--- src/core/apcsd_map.vh ---
`ifndef APCSD_MAP_VH
`define APCSD_MAP_VH
`define APCSD_ADDR_DLY_EN 16'hFA26
`define APCSD_ADDR_DLY_SEL 16'hFA27
`define APCSD_ADDR_PIN_CFG 16'hFF8F
`define APCSD_ADDR_PORT_DIR 16'hFF22
`define APCSD_RST_PIN_CFG 8'h08
`define APCSD_RST_DLY_EN 8'h00
`define APCSD_RST_DLY_SEL 8'h20
`define APCSD_RST_PORT_DIR 8'hFF
`define APCSD_CFG_ALL_DIG 4'h8
`define APCSD_CFG_DSM_MAX 4'h4
`define APCSD_DLY_EN_BIT 7
`define APCSD_DLY_LSB 4
`define APCSD_DLY_MSB 6
`define APCSD_DLY_STEP_NS 2
`define APCSD_DLY_BASE_NS 2
`define APCSD_WAIT_CYCLES 1
`endif

--- src/core/apcsd_pin_decode.v ---
`timescale 1ns/10ps
`include "apcsd_map.vh"
// per-pin analog/digital decode of the 4-bit configuration code
module apcsd_pin_decode #(
   parameter NPINS = 8
) (
   // configuration
   input wire [3:0] cfg,
   // decoded pin roles
   output wire [NPINS-1:0] analog,
   output wire [NPINS-1:0] dsm_ok
);
   wire legal = (cfg <= `APCSD_CFG_ALL_DIG);
   wire dsm_mode = (cfg <= `APCSD_CFG_DSM_MAX);
   genvar i;
   generate
      for (i = 0; i < NPINS; i = i + 1) begin : g_pin
         // pins below the code are digital; codes above all-digital get no analog role
         assign analog[i] = legal && ({28'h0, cfg} <= i);
         // a pair serves the delta-sigma side only when both of its pins are analog
         assign dsm_ok[i] = legal && dsm_mode && ({28'h0, cfg} <= (i / 2) * 2);
      end
   endgenerate
endmodule // apcsd_pin_decode

--- src/core/apcsd_top.v ---
`timescale 1ns/10ps
`include "apcsd_map.vh"
// Functional notes
// decode pin code into analog/digital map
// codes above 1000 reserved, no function
// pin config resets 08H, upper nibble zero
// pin config takes bit and byte writes
// pin config write inserts one wait
// no pin writes with peripheral clock stopped
// software never selects digital pins for conversion
// delay enable bit7 at FA26H, reset 00H
// delay enable written only converter off
// delay field bits6:4 at FA27H, reset 20H
// delay written only when off and enabled
// direction bit 0 output, 1 input, FFH
// analog use needs direction bit set
// selected analog input routed to one converter; SAR and delta-sigma selects decode independently, so a pin can reach both
// direction takes bit and byte writes
// conversion enable and power bits pass through
module apcsd_top #(
   parameter NPINS = 8
) (
   // clock and reset
   input wire ref_clk,
   input wire srst,
   // processor access
   input wire [15:0] cpu_addr,
   input wire cpu_wr,
   input wire cpu_rd,
   input wire cpu_bit_op,
   input wire [2:0] cpu_bit_idx,
   input wire [7:0] cpu_wdata,
   output wire [7:0] cpu_rdata,
   output wire cpu_wait,
   // converter unit
   input wire dsm_power_on,
   input wire dsm_conversion_enable,
   input wire [2:0] sar_channel_select,
   input wire [1:0] dsm_channel_select,
   // pin routing
   output wire [NPINS-1:0] pin_analog,
   output wire [NPINS-1:0] pin_out_en,
   output wire [NPINS-1:0] sar_route,
   output wire [NPINS-1:0] dsm_route,
   output wire [2:0] sample_delay,
   output wire delay_set_enable,
   output reg dsm_power_q,
   output reg dsm_conv_q
);

   // reset values as vectors so each field can be picked by position
   wire [7:0] rst_pin_cfg = `APCSD_RST_PIN_CFG;
   wire [7:0] rst_port_dir = `APCSD_RST_PORT_DIR;
   wire [7:0] rst_dly_en = `APCSD_RST_DLY_EN;
   wire [7:0] rst_dly_sel = `APCSD_RST_DLY_SEL;

   // pins 6 and 7 carry the reference, the delta-sigma pairs stop below them
   localparam DSM_PINS = 6;

   // one-hot states of the write stall sequencer
   localparam [1:0] ST_IDLE = 2'h1;
   localparam [1:0] ST_STALL = 2'h2;

   // register contents
   reg [3:0] pin_cfg_q;
   reg [3:0] pin_cfg_d;
   reg [7:0] port_dir_q;
   reg [7:0] port_dir_d;
   reg dly_en_q;
   reg dly_en_d;
   reg [2:0] dly_q;
   reg [2:0] dly_d;
   reg [1:0] state_q;
   reg [1:0] state_d;
   reg cfg_commit;

   // output flops
   reg [7:0] cpu_rdata_q;
   reg [7:0] cpu_rdata_d;
   reg cpu_wait_q;
   reg cpu_wait_d;
   reg [NPINS-1:0] pin_analog_q;
   reg [NPINS-1:0] pin_out_en_q;
   reg [NPINS-1:0] sar_route_q;
   reg [NPINS-1:0] dsm_route_q;
   reg [2:0] sample_delay_q;
   reg delay_set_enable_q;

   // per-pin next values
   wire [NPINS-1:0] ana;
   wire [NPINS-1:0] dsm_ok;
   wire [NPINS-1:0] pin_analog_d;
   wire [NPINS-1:0] pin_out_en_d;
   wire [NPINS-1:0] sar_route_d;
   wire [NPINS-1:0] dsm_route_d;

   // address decode
   wire sel_cfg = (cpu_addr == `APCSD_ADDR_PIN_CFG);
   wire sel_dir = (cpu_addr == `APCSD_ADDR_PORT_DIR);
   wire sel_en = (cpu_addr == `APCSD_ADDR_DLY_EN);
   wire sel_dly = (cpu_addr == `APCSD_ADDR_DLY_SEL);
   wire [7:0] bit_mask = 8'h01 << cpu_bit_idx;

   apcsd_pin_decode #(.NPINS(NPINS)) u_dec (
      .cfg(pin_cfg_q),
      .analog(ana),
      .dsm_ok(dsm_ok)
   );

   // merged write data: bit ops modify one bit of the current value
   function [7:0] merge;
      input [7:0] cur;
      begin
         if (cpu_bit_op) begin
            merge = (cur & ~bit_mask) | (cpu_wdata & bit_mask);
         end else begin
            merge = cpu_wdata;
         end
      end
   endfunction

   wire [7:0] cfg_new = merge({4'h0, pin_cfg_q});
   wire [7:0] dir_new = merge(port_dir_q);
   // converter must be off for delay writes; guards against mid-conversion glitches
   wire dsm_idle = !dsm_power_on && !dsm_conversion_enable;

   // the stall lasts one cycle; a write held longer counts as a second write
   always @* begin
      state_d = state_q;
      cpu_wait_d = 1'b0;
      cfg_commit = 1'b0;
      case (state_q)
         ST_IDLE: begin
            if (cpu_wr && sel_cfg) begin
               state_d = ST_STALL;
               cpu_wait_d = 1'b1;
            end
         end
         ST_STALL: begin
            // the write lands on the edge that ends the wait cycle
            cfg_commit = cpu_wr && sel_cfg;
            state_d = ST_IDLE;
         end
         default: begin
            state_d = ST_IDLE;
         end
      endcase
   end

   // register writes
   always @* begin
      pin_cfg_d = pin_cfg_q;
      port_dir_d = port_dir_q;
      dly_en_d = dly_en_q;
      dly_d = dly_q;
      if (cfg_commit) begin
         pin_cfg_d = cfg_new[3:0];
      end
      if (cpu_wr && sel_dir) begin
         port_dir_d = dir_new;
      end
      // delay registers take byte writes only
      if (cpu_wr && !cpu_bit_op && sel_en && dsm_idle) begin
         dly_en_d = cpu_wdata[`APCSD_DLY_EN_BIT];
      end
      if (cpu_wr && !cpu_bit_op && sel_dly && dsm_idle && dly_en_q) begin
         dly_d = cpu_wdata[`APCSD_DLY_MSB:`APCSD_DLY_LSB];
      end
   end

   // read data: unmapped addresses and idle cycles read zero
   always @* begin
      cpu_rdata_d = 8'h00;
      if (cpu_rd) begin
         case (cpu_addr)
            `APCSD_ADDR_PIN_CFG: cpu_rdata_d = {4'h0, pin_cfg_q};
            `APCSD_ADDR_PORT_DIR: cpu_rdata_d = port_dir_q;
            `APCSD_ADDR_DLY_EN: cpu_rdata_d = {dly_en_q, 7'h00};
            `APCSD_ADDR_DLY_SEL: cpu_rdata_d = {1'b0, dly_q, 4'h0};
            default: cpu_rdata_d = 8'h00;
         endcase
      end
   end

   genvar p;
   generate
      for (p = 0; p < NPINS; p = p + 1) begin : g_route
         assign pin_analog_d[p] = ana[p];
         // output buffer only for digital pins in output mode
         assign pin_out_en_d[p] = !ana[p] && !port_dir_q[p];
         // route only analog inputs; a pin in output mode is never converted
         assign sar_route_d[p] = ana[p] && port_dir_q[p]
            && ({29'h0, sar_channel_select} == p);
         assign dsm_route_d[p] = dsm_ok[p] && port_dir_q[p] && (p < DSM_PINS)
            && ({30'h0, dsm_channel_select} == p / 2);
      end
   endgenerate

   always @(posedge ref_clk) begin
      if (srst) begin
         state_q <= ST_IDLE;
         pin_cfg_q <= rst_pin_cfg[3:0];
         port_dir_q <= rst_port_dir;
         dly_en_q <= rst_dly_en[`APCSD_DLY_EN_BIT];
         dly_q <= rst_dly_sel[`APCSD_DLY_MSB:`APCSD_DLY_LSB];
      end else begin
         state_q <= state_d;
         pin_cfg_q <= pin_cfg_d;
         port_dir_q <= port_dir_d;
         dly_en_q <= dly_en_d;
         dly_q <= dly_d;
      end
   end

   always @(posedge ref_clk) begin
      if (srst) begin
         cpu_rdata_q <= 8'h00;
         cpu_wait_q <= 1'b0;
         pin_analog_q <= {NPINS{1'b0}};
         pin_out_en_q <= {NPINS{1'b0}};
         sar_route_q <= {NPINS{1'b0}};
         dsm_route_q <= {NPINS{1'b0}};
         sample_delay_q <= rst_dly_sel[`APCSD_DLY_MSB:`APCSD_DLY_LSB];
         delay_set_enable_q <= rst_dly_en[`APCSD_DLY_EN_BIT];
         dsm_power_q <= 1'b0;
         dsm_conv_q <= 1'b0;
      end else begin
         cpu_rdata_q <= cpu_rdata_d;
         cpu_wait_q <= cpu_wait_d;
         pin_analog_q <= pin_analog_d;
         pin_out_en_q <= pin_out_en_d;
         sar_route_q <= sar_route_d;
         dsm_route_q <= dsm_route_d;
         sample_delay_q <= dly_q;
         delay_set_enable_q <= dly_en_q;
         dsm_power_q <= dsm_power_on;
         dsm_conv_q <= dsm_conversion_enable;
      end
   end

   // every output is a flop; the ports only rename them
   assign cpu_rdata = cpu_rdata_q;
   assign cpu_wait = cpu_wait_q;
   assign pin_analog = pin_analog_q;
   assign pin_out_en = pin_out_en_q;
   assign sar_route = sar_route_q;
   assign dsm_route = dsm_route_q;
   assign sample_delay = sample_delay_q;
   assign delay_set_enable = delay_set_enable_q;
endmodule // apcsd_top

--- config.mk ---
export PLATFORM = sky130hd
export DESIGN_NAME = apcsd_top
export DESIGN_NICKNAME = d
export VERILOG_FILES = /design/src/core/apcsd_pin_decode.v /design/src/core/apcsd_top.v
export VERILOG_INCLUDE_DIRS = /design/src /design/src/core
export SDC_FILE = /design/constraint.sdc
export NUM_CORES = 1
export LEC_CHECK = 0
export BUFFER_PORTS_ARGS = -buffer_cell sky130_fd_sc_hd__buf_2
export CELL_PAD_IN_SITES_DETAIL_PLACEMENT = 0
export CELL_PAD_IN_SITES_GLOBAL_PLACEMENT = 1
export CORE_UTILIZATION = 37
export CTS_CLUSTER_SIZE = 8
export DETAILED_ROUTE_END_ITERATION = 8
export PLACE_DENSITY_LB_ADDON = 0.1
export RECOVER_POWER = 50
export SKIP_CTS_REPAIR_TIMING = 1
export SLEW_MARGIN = 20
export SYNTH_ARGS = -nofsm -noshare
export SYNTH_HDL_FRONTEND = slang
export SYNTH_HIERARCHICAL = 1
export SYNTH_SLANG_ARGS = --single-unit
--- constraint.sdc ---
create_clock -name ref_clk -period 2.2 [get_ports ref_clk]
set_clock_uncertainty 0.2 [all_clocks]
set_input_delay 0.44 -clock ref_clk [delete_from_list [all_inputs] [get_ports ref_clk]]
set_output_delay 0.44 -clock ref_clk [all_outputs]
set_load 0.005 [all_outputs]
* After elaboration in Yosys (flattened, before gate mapping)
Cells that the tools add are included.
** Operators by class
- Reduce and logical (&&, ||, !) cells :: 80
- Shifts and indexed selects :: 1
- Mux-type cells :: 5
- Order comparisons :: 10
- Bitwise logic cells :: 8
- Equality and inequality tests :: 15
** Operators by type and width (number)
- $eq 16x16->1 const B :: 4
- $logic_and 1x1->1 :: 57
- $pmux 8 s4 :: 1
- $le 4x3->1 const B :: 5
- $logic_not 1->1 :: 19
- $and 8x8->8 :: 2
- $eq 3x3->1 const B :: 4
- $le 4x1->1 const B :: 2
- $le 4x2->1 const B :: 2
- $mux 8 :: 1
- $not 8->8 :: 1
- $or 8x8->8 :: 1
- $shl 1x3->8 const A :: 1
- $eq 3x2->1 const B :: 2
- $and 4x4->4 :: 1
- $eq 2x1->1 const B :: 2
- $eq 2x2->1 const B :: 2
- $le 4x4->1 const B :: 1
- $mux 4 :: 1
- $or 4x4->4 :: 1
- $reduce_or 2->1 :: 2
- $eq 3x1->1 const B :: 1
- $logic_not 3->1 :: 1
- $logic_not 2->1 :: 1
- 2 further kinds :: 4
** Storage, ports and cells
- Flip-flop bits (word level) :: 65
- Logic and storage cells :: 135
- Output and inout port bits :: 47
- Input bits :: 39

* Longest topological paths before layout
- Word-level depth :: 5
- Depth in mapped cells :: 5
- Depth with buffers taken out :: 4

* Modules after synthesis
The synthesis kept the hierarchy.
** Modules (own cells, without submodules)
- apcsd_top :: times used 1, seq. area each 1261.2 um^2, cells each 228, area an instance 2351.0 um^2
- apcsd_pin_decode :: times used 1, seq. area each 0.0 um^2, cells each 19, area an instance 132.6 um^2

* Least setup slack after synthesis
Ideal clock, no wire load.
- Kind :: input -> register
- Start :: input port cpu_addr[3]
- End :: register dly_q[0]
- Stages :: 4
- Arrival time :: 1.725 ns
- Setup slack :: 0.154 ns
- Path buffers :: 0
- Library setup time :: 0.121 ns
- Data required time :: 1.879 ns
- Path through :: or3b_4 -> or4_4 -> nor2_4 -> mux2_4
** Between the ends
- Word-level cells in the longest chain between the ends :: 4
** RTL lines
- from (decl) :: line apcsd_top.v:27 : input wire [15:0] cpu_addr,
- $eq 16x16->1
- $logic_and 1x1->1 (3 in a row) :: line apcsd_top.v:166 : if (cpu_wr && !cpu_bit_op && sel_dly && dsm_idle && dly_en_q) begin
- to (signal assigned) :: line apcsd_top.v:205 : dly_q <= rst_dly_sel[`APCSD_DLY_MSB:`APCSD_DLY_LSB];
- to (signal assigned) :: line apcsd_top.v:211 : dly_q <= dly_d;
- to (decl) :: line apcsd_top.v:71 : reg [2:0] dly_q;
Every way passes these cells.
A chain may end at the register's enable or synchronous reset.

==> impl_results.md <==
* Seq. cell area at 1260 um2
* Final Slew Violations at 0
* Setup slack on the worst flop-to-flop path at 610 ps
* Routed wire length at 5.80 mm
* Initial core utilization at 38.6%
* DRC errors left at 0
* GRT Resource Usage Total at 17.4%
* Power after layout at 0.00238 W
* Series of cell instances along the critical path: buf_2 > clkbuf_1 > nor2b_1 > mux2_4
* Number of antenna violations at the first check in global routing at 0
* Placeable Area at 6390 um2
* Total global routing overflow at 0
* Result of the run: complete, no violations
* Count of warnings emitted by yosys at 6
* Element type at the critical path start: input port
* Critical path's largest stage delay at 660 ps
* Vias at 2,067
* CP delay by family, top: buffers and inverters
* TritonCTS clock tree: built
* Port Buf Inserts at 83
* Hpwl dp at 4.34 mm
* Via count of the first global-routing pass at 1,945
* Fill cell count at 645
* Worst Path Max Fanout at 22
* Cell with the largest stage delay on the worst path: sky130_fd_sc_hd__clkbuf_1
* Share of the core filled with cells in the final layout at 49.9%
* Count of max-cap constraint violations at 0
* Static leakage power at 1.42 nW
* Wire length of the first global-routing pass at 9.43 mm
* Data required time of the worst path at 2220 ps
* Pwr per Cell Area at 746 nW/um2
* Number of placement rows at 29
* Setup TNS after final layout at 0 ps
* Placed instance count at 403
* Post-route fraction of the period consumed by the critical path at 84.0%
* Post-Synthesis Cell Area at 2470 um2
* Worst slew margin relative to its limit at 46.0%
* Average detailed-routed wire length per instance at 13.8 um
* Die X-Extent at 83.7 um
* ANT cells at 0
* Clk sinks at 63
* Detailed-route vias per instance at 4.93
* Footprint of the multi-input gates at 1080 um2
* Mean post-synth cell area at 10.1 um2
* Data arrival time of the critical path at 1870 ps
* Bufs on Longest Clock Path at 2
* Tmin final at 1850 ps
* Root cell of the clock tree: sky130_fd_sc_hd__clkbuf_8
* Post-Syn Instances at 245
* Start-to-end type of the worst setup path: input port to flop
* Reg clk slew, reported paths at 70 ps
* Layout net count at 376
* Worst-skew pair later-pin latency at 330 ps
* Final Hold Violating Endpoints at 0
* Post-Route Hold Slack at 146 ps
* Classification of the worst-slack hold path: input port to flop
* Die outline area at 7000 um2
* CP endpoint kind: flop
* Final instance count without filler cells at 419
* RSZ-0062 raised after global routing: false
* Layout overhead on the synthesized area at 29.1%
* Worst-margin pin slew at 811 ps
* Final number of setup-violating endpoints at 0
* H-tree levels at 3
* Share of layout cells above drive strength 1 at 32.7%
* Height of the die at 83.7 um
* Num CTS Buffers at 9
* Worst-case vdd ir drop at 0.000384 V
* Ports at 86
* Routability-driven placement congestion ratio at 0.740
* Drt first-iter violations at 61
* Pin count of the biggest net entering global routing at 23
* Total iterations of the first detailed-routing run at 4
* DRT antenna net count at 0
* Fmax achieved at 541 MHz
* WP buf/inv at 2
[worst paths after layout]
path	start	to	cells after the start
max	srst	dly_en_q	4
min	sar_channel_select[2]	sar_route[3]	2
max reg2reg	flop	sar_route[4]	4
min reg2reg	state_q[0]	state_q[0]	1
[cell usage in the layout (no fill, tap or decap), drive strengths merged, types with 2 or more instances in the layout]
master	count
buf	85
dfxtp	63
clkbuf	23
nor2b	19
nor2	18
nor3	16
nand3	12
and3	9
nand2	7
nand2b	6
nand4	6
o21ai	6
mux2i	6
inv	5
nor4	5
a21oi	4
and4	4
a22oi	4
a22o	4
mux2	3
nor3b	3
o31ai	2
a31o	2
a211o	2
a41o	2
a21o	2
nor4b	2
conb	2
bufinv	2
a211oi	2
or2	2
[layout make-up]
type / instances / share of cell area (%)
tap: 77 / 3.02
clock inverter: 3 / 2.04
inverter: 5 / 0.589
sequential: 63 / 39.6
multi-input combinational: 163 / 34.1
clock buffer: 13 / 4.99
timing repair buffer: 95 / 15.7
[through the flow]
step	setup slack, ps	area [um2]
after floorplan	154	2470
after global placement	44.6	3000
after detailed placement	36.0	3000
after CTS	385	3220
after global routing	228	3190
final	352	3190
[routing by layer]
metal	up-vias	track usage, %	share of wire (%)
met5	-	0	0
met4	0	7.24	1.2
met3	7	5.54	5.5
met2	59	26.2	45
met1	932	23.0	48
li1	1069	-	-
[worst reg2reg max path, stage by stage, from the launching register on]
cell                      delay, ps
sky130_fd_sc_hd__dfxtp_1        400
sky130_fd_sc_hd__or2_0          290
sky130_fd_sc_hd__a21oi_1        340
sky130_fd_sc_hd__nand2_1         90
sky130_fd_sc_hd__nor4_1         170
[where the power goes]
| group | leakage, nW | internal [W] | switching [W] | total [W] |
|---|---|---|---|---|
| Clock | 0.114 | 0.000699 | 0.000415 | 0.00111 |
| Combinational | 0.803 | 0.0000516 | 0.0000671 | 0.000119 |
| Sequential | 0.508 | 0.00114 | 0.000000435 | 0.00114 |
Note: power is estimated with default switching activity, not from simulation.
